File: src/rtl/imbr_consts.vh
`ifndef IMBR_CONSTS_VH
`define IMBR_CONSTS_VH

// ----------------------------------------------------------------
// register byte addresses (lower byte; upper byte is +1)
// ----------------------------------------------------------------
`define IMBR_ADDR_SUPPLY      7'h02
`define IMBR_ADDR_AUX         7'h16
`define IMBR_ADDR_RATE_X_OFF  7'h1a
`define IMBR_ADDR_RATE_Y_OFF  7'h1c
`define IMBR_ADDR_RATE_Z_OFF  7'h1e
`define IMBR_ADDR_DIAG        7'h3c

// ----------------------------------------------------------------
// frame layout and commands
// ----------------------------------------------------------------
`define IMBR_CMD_BURST        16'h3e00
`define IMBR_FRAME_BITS       5'h10
`define IMBR_WRITE_BIT        15
`define IMBR_ND_BIT           15
`define IMBR_EA_BIT           14
`define IMBR_NUM_OUT          4'hb
`define IMBR_OFF_WIDTH        13
`define IMBR_OFF_RESET        13'h0000

// ----------------------------------------------------------------
// gyro range select codes
// ----------------------------------------------------------------
`define IMBR_RANGE_300        3'h4
`define IMBR_RANGE_150        3'h2
`define IMBR_RANGE_75         3'h1

// ----------------------------------------------------------------
// sample buffer
// ----------------------------------------------------------------
`define IMBR_FIFO_DEPTH       8
`define IMBR_FIFO_AW          3
`define IMBR_SAMPLE_W         150

`endif

File: src/rtl/imbr_readout.v
// What this block does
// the master opens a burst by sending the command word 0x3e00 on the data input.
// in a burst every output register leaves as a 16-bit word, one word per 16-clock frame.
// burst words run in address order from supply through every output to the aux converter.
// an output register's new-data flag reads 1 while its value is still unread.
// an output register's error flag is high while any diagnostic status flag is set.
// supply is a 12-bit offset-binary value at 2.418 mV per step.
// each rate output is a 14-bit two's-complement value at 0.05 deg/s per step in the widest range.
// the rate scale follows the selected range, finer steps for narrower ranges.
// each acceleration output is a 14-bit two's-complement value at 1 milli-g per step.
// each temperature output is a 12-bit two's-complement value at 0.136 deg C per step.
// temperature code zero stands for 25 deg C, other codes are signed offsets from it.
// the aux converter output is 12-bit offset binary at 805.8 uV per step, zero at 0 V.
// each rate bias offset is 13-bit two's complement in bits 12..0, bits 15..13 unused.
// the bias offset, in its own step units, is added to the matching rate output.
// the master writes a 16-bit offset as two byte writes, upper and lower byte.
// a single read is a frame with the write flag clear and an address, answered next frame.
// output words hold new-data in bit 15, error in bit 14, data right-justified.
`timescale 1ns/1ps
`include "imbr_consts.vh"

// ----------------------------------------------------------------
// sample buffer
// ----------------------------------------------------------------
module imbr_fifo #(
  parameter WIDTH = `IMBR_SAMPLE_W,
  parameter DEPTH = `IMBR_FIFO_DEPTH,
  parameter AW    = `IMBR_FIFO_AW
) (
  input  wire             clk_sys,
  input  wire             nrst,
  input  wire             in_valid,
  output reg              in_ready,
  input  wire [WIDTH-1:0] in_data,
  output wire             out_valid,
  input  wire             out_ready,
  output wire [WIDTH-1:0] out_data
);
  reg [WIDTH-1:0] mem [0:DEPTH-1];
  reg [AW-1:0]    wr_ptr;
  reg [AW-1:0]    rd_ptr;
  reg [AW:0]      count;
  reg [AW:0]      next_count;
  wire            push;
  wire            pop;
  assign push      = in_valid & in_ready;
  assign out_valid = (count != {(AW+1){1'b0}});
  assign pop       = out_valid & out_ready;
  assign out_data  = mem[rd_ptr];
  always @*
  begin
    next_count = count;
    if (push & ~pop)
      next_count = count + 1'b1;
    else if (pop & ~push)
      next_count = count - 1'b1;
  end
  always @(posedge clk_sys)
    if (push)
      mem[wr_ptr] <= in_data;
  always @(posedge clk_sys or negedge nrst)
  begin
    if (!nrst)
    begin
      wr_ptr   <= {AW{1'b0}};
      rd_ptr   <= {AW{1'b0}};
      count    <= {(AW+1){1'b0}};
      in_ready <= 1'b0;
    end
    else
    begin
      if (push)
        wr_ptr <= wr_ptr + 1'b1;
      if (pop)
        rd_ptr <= rd_ptr + 1'b1;
      count    <= next_count;
      // registered ready: full is known one cycle ahead
      in_ready <= (next_count != DEPTH[AW:0]);
    end
  end
endmodule // imbr_fifo

// ----------------------------------------------------------------
// output register bank and serial slave
// ----------------------------------------------------------------
module imbr_readout (
  input  wire        clk_sys,
  input  wire        nrst,
  input  wire        sclk,
  input  wire        cs_n,
  input  wire        din,
  output reg         dout,
  output reg         dout_en_n,
  input  wire        sample_valid,
  output wire        sample_ready,
  input  wire [11:0] supply_raw,
  input  wire [15:0] rate_x_raw,
  input  wire [15:0] rate_y_raw,
  input  wire [15:0] rate_z_raw,
  input  wire [13:0] accel_x_raw,
  input  wire [13:0] accel_y_raw,
  input  wire [13:0] accel_z_raw,
  input  wire [11:0] temp_x_raw,
  input  wire [11:0] temp_y_raw,
  input  wire [11:0] temp_z_raw,
  input  wire [11:0] aux_raw,
  input  wire [2:0]  range_sel,
  input  wire [15:0] diagnostic_status
);
  // ----------------------------------------------------------------
  // pin synchronisers
  // ----------------------------------------------------------------
  reg [2:0]  sclk_s;
  reg [1:0]  cs_s;
  reg [1:0]  din_s;
  reg        cs_q;
  wire       sclk_rise;
  wire       sclk_fall;
  wire       cs_act;
  wire       cs_fall;
  assign sclk_rise = sclk_s[1] & ~sclk_s[2];
  assign sclk_fall = ~sclk_s[1] & sclk_s[2];
  assign cs_act    = ~cs_s[1];
  assign cs_fall   = cs_act & cs_q;
  always @(posedge clk_sys or negedge nrst)
  begin
    if (!nrst)
    begin
      sclk_s <= 3'h7;
      cs_s   <= 2'h3;
      din_s  <= 2'h0;
      cs_q   <= 1'b1;
    end
    else
    begin
      sclk_s <= {sclk_s[1:0], sclk};
      cs_s   <= {cs_s[0], cs_n};
      din_s  <= {din_s[0], din};
      cs_q   <= cs_s[1];
    end
  end

  // ----------------------------------------------------------------
  // sample path
  // ----------------------------------------------------------------
  wire [`IMBR_SAMPLE_W-1:0] in_pack;
  wire [`IMBR_SAMPLE_W-1:0] smp;
  wire                      smp_valid;
  wire                      smp_pop;
  reg                       burst_act;
  assign in_pack = {supply_raw, rate_x_raw, rate_y_raw, rate_z_raw,
                    accel_x_raw, accel_y_raw, accel_z_raw,
                    temp_x_raw, temp_y_raw, temp_z_raw, aux_raw};
  // hold updates while burst_act is set; a pop in the command frame's frame_done cycle leaves word 0 from the older sample set
  assign smp_pop = smp_valid & ~burst_act;
  imbr_fifo #(
    .WIDTH (`IMBR_SAMPLE_W),
    .DEPTH (`IMBR_FIFO_DEPTH),
    .AW    (`IMBR_FIFO_AW)
  ) u_fifo (
    .clk_sys   (clk_sys),
    .nrst      (nrst),
    .in_valid  (sample_valid),
    .in_ready  (sample_ready),
    .in_data   (in_pack),
    .out_valid (smp_valid),
    .out_ready (~burst_act),
    .out_data  (smp)
  );
  // bias offsets, one per rate axis
  reg  [`IMBR_OFF_WIDTH-1:0] bias [0:2];
  wire [13:0]                rate_val [0:2];
  reg  [1:0]                 shamt;
  always @*
    case (range_sel)
      `IMBR_RANGE_150: shamt = 2'h1;
      `IMBR_RANGE_75:  shamt = 2'h0;
      default:         shamt = 2'h2;
    endcase
  genvar g;
  generate
    for (g = 0; g < 3; g = g + 1)
    begin : g_rate
      wire        [15:0] raw;
      wire signed [16:0] sum;
      wire signed [16:0] scl;
      assign raw = smp[137-16*g -: 16];
      // raw and offset share the finest step; range sets the output step
      assign sum = $signed({raw[15], raw}) +
                   $signed({{4{bias[g][12]}}, bias[g]});
      assign scl = sum >>> shamt;
      assign rate_val[g] = (scl > 17'sh01fff)  ? 14'h1fff :
                           (scl < -17'sh02000) ? 14'h2000 :
                           scl[13:0];
    end
  endgenerate
  // ----------------------------------------------------------------
  // output registers and flags
  // ----------------------------------------------------------------
  reg  [13:0] out_val [0:10];
  reg  [10:0] nd;
  reg  [10:0] rd_clr;
  wire        ea;
  integer     k;
  assign ea = |diagnostic_status;
  always @(posedge clk_sys or negedge nrst)
  begin
    if (!nrst)
    begin
      for (k = 0; k < 11; k = k + 1)
        out_val[k] <= 14'h0000;
    end
    else if (smp_pop)
    begin
      out_val[0]  <= {2'h0, smp[149:138]};
      out_val[1]  <= rate_val[0];
      out_val[2]  <= rate_val[1];
      out_val[3]  <= rate_val[2];
      out_val[4]  <= smp[89:76];
      out_val[5]  <= smp[75:62];
      out_val[6]  <= smp[61:48];
      out_val[7]  <= {2'h0, smp[47:36]};
      out_val[8]  <= {2'h0, smp[35:24]};
      out_val[9]  <= {2'h0, smp[23:12]};
      out_val[10] <= {2'h0, smp[11:0]};
    end
  end
  generate
    for (g = 0; g < 11; g = g + 1)
    begin : g_nd
      // a new sample wins over a read in the same cycle
      always @(posedge clk_sys or negedge nrst)
        if (!nrst)
          nd[g] <= 1'b0;
        else if (smp_pop)
          nd[g] <= 1'b1;
        else if (rd_clr[g])
          nd[g] <= 1'b0;
    end
  endgenerate
  function [15:0] out_word;
    input [3:0] idx;
    begin
      out_word = {nd[idx], ea, out_val[idx]};
    end
  endfunction

  // ----------------------------------------------------------------
  // serial frame engine
  // ----------------------------------------------------------------
  reg  [4:0]  bit_cnt;
  reg  [15:0] rx;
  reg         frame_done;
  reg  [15:0] tx;
  reg  [15:0] pending;
  reg  [3:0]  burst_idx;
  wire [6:0]  addr;
  wire [3:0]  rd_idx;
  wire        rd_is_out;
  assign addr      = rx[14:8];
  assign rd_idx    = addr[4:1] - 4'h1;
  assign rd_is_out = (addr >= `IMBR_ADDR_SUPPLY) && (addr <= (`IMBR_ADDR_AUX + 7'h01));
  always @(posedge clk_sys or negedge nrst)
  begin
    if (!nrst)
    begin
      bit_cnt    <= 5'h00;
      rx         <= 16'h0000;
      frame_done <= 1'b0;
    end
    else
    begin
      frame_done <= 1'b0;
      if (!cs_act)
        bit_cnt <= 5'h00;
      else if (sclk_rise)
      begin
        rx <= {rx[14:0], din_s[1]};
        if (bit_cnt == `IMBR_FRAME_BITS - 5'h01)
        begin
          bit_cnt    <= 5'h00;
          frame_done <= 1'b1;
        end
        else
          bit_cnt <= bit_cnt + 5'h01;
      end
    end
  end
  always @*
  begin
    rd_clr = 11'h000;
    if (frame_done)
    begin
      if (burst_act && (burst_idx < `IMBR_NUM_OUT))
        rd_clr[burst_idx] = 1'b1;
      else if (!burst_act && (rx == `IMBR_CMD_BURST))
        rd_clr[0] = 1'b1;
      else if (!burst_act && !rx[`IMBR_WRITE_BIT] && rd_is_out)
        rd_clr[rd_idx] = 1'b1;
    end
  end
  always @(posedge clk_sys or negedge nrst)
  begin
    if (!nrst)
    begin
      pending   <= 16'h0000;
      burst_act <= 1'b0;
      burst_idx <= 4'h0;
      bias[0]   <= `IMBR_OFF_RESET;
      bias[1]   <= `IMBR_OFF_RESET;
      bias[2]   <= `IMBR_OFF_RESET;
    end
    else if (!cs_act)
      burst_act <= 1'b0;
    else if (frame_done)
    begin
      if (burst_act)
      begin
        if (burst_idx < `IMBR_NUM_OUT)
        begin
          pending   <= out_word(burst_idx);
          burst_idx <= burst_idx + 4'h1;
        end
        else
        begin
          pending   <= 16'h0000;
          burst_act <= 1'b0;
        end
      end
      else if (rx == `IMBR_CMD_BURST)
      begin
        pending   <= out_word(4'h0);
        burst_idx <= 4'h1;
        burst_act <= 1'b1;
      end
      else if (!rx[`IMBR_WRITE_BIT])
      begin

        if (rd_is_out)
          pending <= out_word(rd_idx);
        else if (addr[6:1] == `IMBR_ADDR_RATE_X_OFF >> 1)
          pending <= {3'h0, bias[0]};
        else if (addr[6:1] == `IMBR_ADDR_RATE_Y_OFF >> 1)
          pending <= {3'h0, bias[1]};
        else if (addr[6:1] == `IMBR_ADDR_RATE_Z_OFF >> 1)
          pending <= {3'h0, bias[2]};
        else if (addr[6:1] == `IMBR_ADDR_DIAG >> 1)
          pending <= diagnostic_status;
        else
          pending <= 16'h0000;
      end
      else
      begin
        pending <= 16'h0000;
        // byte writes; upper byte keeps only bits 12..8
        case (addr)
          `IMBR_ADDR_RATE_X_OFF:         bias[0][7:0]  <= rx[7:0];
          `IMBR_ADDR_RATE_X_OFF + 7'h01: bias[0][12:8] <= rx[4:0];
          `IMBR_ADDR_RATE_Y_OFF:         bias[1][7:0]  <= rx[7:0];
          `IMBR_ADDR_RATE_Y_OFF + 7'h01: bias[1][12:8] <= rx[4:0];
          `IMBR_ADDR_RATE_Z_OFF:         bias[2][7:0]  <= rx[7:0];
          `IMBR_ADDR_RATE_Z_OFF + 7'h01: bias[2][12:8] <= rx[4:0];
          default: ;
        endcase
      end
    end
  end

  // ----------------------------------------------------------------
  // serial output, changes on falling clock, sampled on rising
  // ----------------------------------------------------------------
  always @(posedge clk_sys or negedge nrst)
  begin
    if (!nrst)
    begin
      tx        <= 16'h0000;
      dout      <= 1'b0;
      dout_en_n <= 1'b1;
    end
    else if (!cs_act)
    begin
      dout      <= 1'b0;
      dout_en_n <= 1'b1;
    end
    else
    begin
      dout_en_n <= 1'b0;
      if (cs_fall || (sclk_fall && (bit_cnt == 5'h00)))
      begin
        tx   <= pending;
        dout <= pending[15];
      end
      else if (sclk_fall)
      begin
        tx   <= {tx[14:0], 1'b0};
        dout <= tx[14];
      end
    end
  end
endmodule // imbr_readout

File: config.mk
export PLATFORM = sky130hd
export DESIGN_NAME = imbr_readout
export DESIGN_NICKNAME = d
export VERILOG_FILES = /design/src/rtl/imbr_readout.v
export VERILOG_INCLUDE_DIRS = /design/src /design/src/rtl
export SDC_FILE = /design/constraint.sdc
export NUM_CORES = 2
export LEC_CHECK = 0
export ABC_AREA = 1
export BUFFER_PORTS_ARGS = -buffer_cell sky130_fd_sc_hd__buf_4
export CAP_MARGIN = 30
export CORE_MARGIN = 10
export CORE_UTILIZATION = 60
export DETAILED_ROUTE_END_ITERATION = 7
export GPL_TIMING_DRIVEN = 1
export PLACE_DENSITY = 0.88
export SYNTH_ARGS = -nofsm -noshare
export SYNTH_HDL_FRONTEND = slang
export SYNTH_SLANG_ARGS = --single-unit
export TNS_END_PERCENT = 100
File: constraint.sdc
create_clock -name clk_sys -period 9.75 [get_ports clk_sys]
set_input_delay 1.95 -clock clk_sys [delete_from_list [all_inputs] [get_ports clk_sys]]
set_output_delay 1.95 -clock clk_sys [all_outputs]
set_load 0.1 [all_outputs]
==> flow_metrics.py <==
metrics = {
    "yosys": {
        "syn-instance-count": 5616,
        "synth.avg_cell_area_um2": 11.2,
        "ys_ff_latch": 1472,
        "synth_ff_type": "edfxtp_1",
        "yosysWarnings": 0,
        "ys_async_sr_fraction_pct": 18.5,
        "ys_types": 56,
        "synthesis.area_um2": 63200,
        "syn_nets": 5859,
        "synth-edff-count": 1200,
        "yosysSeqAreaShare_pct": 67.8,
    },
    "timing": {
        "clock.fmax_mhz": 183,
        "finalWorstSetupSlack_ns": 4.30,
        "min_period_over_period_pct": 55.9,
        "rsz0062_at_grt": "no",
        "finalCriticalPeriod_ns": 5.45,
        "setup_violations": 0,
        "skew_ns": 0.0529,
        "tns_ns": 0,
        "worst_pin_slew_ns": 1.18,
        "slew_headroom_pct": 21.5,
        "hold_viol_final": 0,
        "slew_viol_final": 0,
    },
    "global_route": {
        "gr-total-overflow": 0,
        "grt_pass1_vias": 45658,
        "grt_usage_pct": 30.2,
        "grt_max_degree": 234,
        "antenna_found_initial": 20,
        "grt_pass1_wl_um": 275000,
    },
    "worst_setup_path": {
        "crit_path_max_fanout": 81,
        "worstPathArrival_ns": 6.07,
        "path_class": "reg2reg",
        "cp.required_ns": 10.37,
        "crit_path_end_kind": "register",
        "critPathLaunchType": "register",
    },
    "clocking": {
        "root_buffer": "clkbuf_16",
        "cts_tree": "built",
        "clk_pin_slew_ns": 0.06,
        "clock_path_buffers": 3,
        "htree_levels": 4,
        "holdBufCountCts": 0,
        "postCtsResizedCells": 0,
        "insertion_delay_ns": 0.79,
        "numCtsBuffers": 143,
        "post_cts_buffers": 0,
        "cts.sink_count": 1472,
    },
    "drt": {
        "ant_nets": 0,
        "drt-met1-wl_um": 65400,
        "dr.pass1.iters": 8,
        "wl_per_cell_um": 25.6,
        "top_layer_used": "met5",
        "met3_length_um": 21900,
        "drc_errors": 17,
        "via_count": 47368,
        "wl_um": 183000,
        "vias_per_cell": 6.62,
        "met2WireLength_um": 87300,
        "drtIter0Drc": 7559,
    },
    "floorplanning": {
        "row_count": 118,
        "io_pins": 178,
        "fp.coreArea_um2": 104000,
        "die_w_um": 344,
        "start_util_pct": 60.7,
        "dieHeight_um": 344,
        "dieArea_um2": 119000,
    },
    "status": {
        "violations": "DRC",
        "status": "complete, but fails checks",
    },
    "placed_design": {
        "post-place-cells": 6872,
        "dp_slack_ns": 4.36,
        "dp_hpwl_um": 106000,
        "portBuffers": 177,
        "place.gp.congestion": 1.02,
    },
    "layout": {
        "area_delta_synth_final_pct": 11.3,
        "final_layout_size_suffix_gt1_share_pct": 9.12,
        "instances_no_fill": 7153,
        "utilization_pct": 67.6,
        "final_net_count": 5882,
    },
    "power_and_ir_drop": {
        "peakVddDrop_mv": 0.312,
        "p_per_area_nw_per_um2": 310,
        "total_power_uw": 21800,
        "p_leak_uw": 0.0254,
    },
    "min_path": {
        "hold_path.class": "reg2reg",
    },
    "job": {
        "cap_violations": 0,
    },
}
## worst paths after layout
kind                                   from                to  slack [ns]  depth (start not counted)
max in group asynchronous              nrst  u_fifo.rd_ptr[1]        7.00                          2
min in group asynchronous              nrst          din_s[0]        1.17                          1
min reg2reg                         cs_s[0]           cs_s[1]        0.35                          0
min                                 cs_s[0]           cs_s[1]        0.35                          0
max reg2reg                u_fifo.rd_ptr[0]      out_val[108]        4.30                         21
max                        u_fifo.rd_ptr[0]      out_val[108]        4.30                         21
## kinds of logic after synthesis
kind of cell             Yosys count  synth area share (%)
AND/OR/NAND/NOR                 1713                  10.9
AO/OA/AOI/OAI                   1662                  15.3
flip-flops                      1472                  67.8
buffers and inverters            661                  4.06
adder cells (fa/ha/maj)           68                  1.38
XOR/XNOR                          38                 0.527
multiplexers                       2                0.0317
## cells in the mapped netlist (all sizes together), types with 2 or more instances
cell type / number / area (µm²)
dfstp: 6 / 158
nand2: 497 / 1900
xnor2: 19 / 166
inv: 301 / 1130
buf: 65 / 329
nor4: 7 / 56.3
ha: 65 / 813
xor2: 19 / 166
mux2i: 2 / 20.0
o21bai: 3 / 26.3
edfxtp: 1200 / 36000
nand4: 11 / 68.8
a211oi: 5 / 42.5
nor3b: 2 / 15.0
a22oi: 17 / 128
nor3: 36 / 213
o221ai: 204 / 1790
clkbuf: 295 / 1110
o211ai: 41 / 308
a31oi: 72 / 450
o21ai: 942 / 4720
and2: 4 / 25.0
nor2: 954 / 3590
fa: 3 / 60.1
or2: 5 / 31.3
a22o: 6 / 52.6
dfrtp: 266 / 6660
o22ai: 117 / 732
o31ai: 17 / 128
nand3: 196 / 996
a21oi: 229 / 1180
a21o: 2 / 15.0
## where the power goes
part	leakage (µW)	switching, µW	total (µW)	internal, µW
clock	0.00230	2450	5590	3140
combinational	0.00902	5540	7600	2070
sequential	0.0141	550	8600	8050
## stage by stage
step	area [µm²]	hold WS, ns
finish	70300	0.354
detailed placement	65500	0.347
global route	70300	0.363
floorplan	63200	0.331
CTS	70200	0.356
global placement	65400	0.347
## sequential cells by signal, summed over array words and instances (netlist names), 2 cells and up
name           cells
nd                11
bias              39
bit_cnt            5
din_s              2
cs_s               2
tx                15
u_fifo.wr_ptr      3
u_fifo.count       4
sclk_s             3
u_fifo.rd_ptr      3
burst_idx          4
pending           16
u_fifo.mem      1200
rx                16
out_val          144
## area by class of cell
type,count,area [µm²]
sequential,1472,42900
fill,6915,33800
multi-input combinational,3483,17800
clock buffer,184,3880
timing repair buffer,238,1970
tap,1380,1730
inverter,301,1150
clock inverter,79,855
antenna,16,40.0
## critical path, cell delays in order, from the launching register on
cell and delay (ns):
dfrtp_4 0.93, buf_4 0.74, buf_4 0.78, o21ai_0 0.21
o22ai_1 0.21, nor2_1 0.07, a31oi_1 0.24, ha_1 0.25
fa_1 0.22, nand3_1 0.07, nand3_1 0.11, nand2_1 0.06
nand2_1 0.16, nand3_1 0.09, nand2_1 0.12, nand3_1 0.09
nand2_1 0.10, nand2_1 0.05, o21ai_0 0.14, nand2_1 0.14
o21ai_2 0.27, a21oi_1 0.14
## cells in the final DEF (no fill, tap or decap), types with 19 or more instances in the layout
| cell type | instances |
|---|---|
| clkinv_1 | 26 |
| o221ai_1 | 204 |
| o211ai_1 | 41 |
| dfrtp_1 | 261 |
| clkbuf_1 | 30 |
| inv_1 | 285 |
| ha_1 | 65 |
| nor3_1 | 31 |
| o21ai_0 | 939 |
| buf_4 | 223 |
| edfxtp_1 | 1200 |
| nor2_1 | 942 |
| clkinv_2 | 21 |
| a21oi_1 | 218 |
| o22ai_1 | 117 |
| clkbuf_16 | 146 |
| nand3_1 | 193 |
| xnor2_1 | 19 |
| nand2_1 | 487 |
| xor2_1 | 19 |
| a31oi_1 | 71 |
## per-layer routing
metal  track usage (%)  vias to the layer above
met2              48.0                     3608
met1              39.4                    22832
li1                  -                    20346
met3              7.05                      570
met4              14.3                       12
met5                 0                        -
Note: power is estimated with default switching activity, not from simulation.
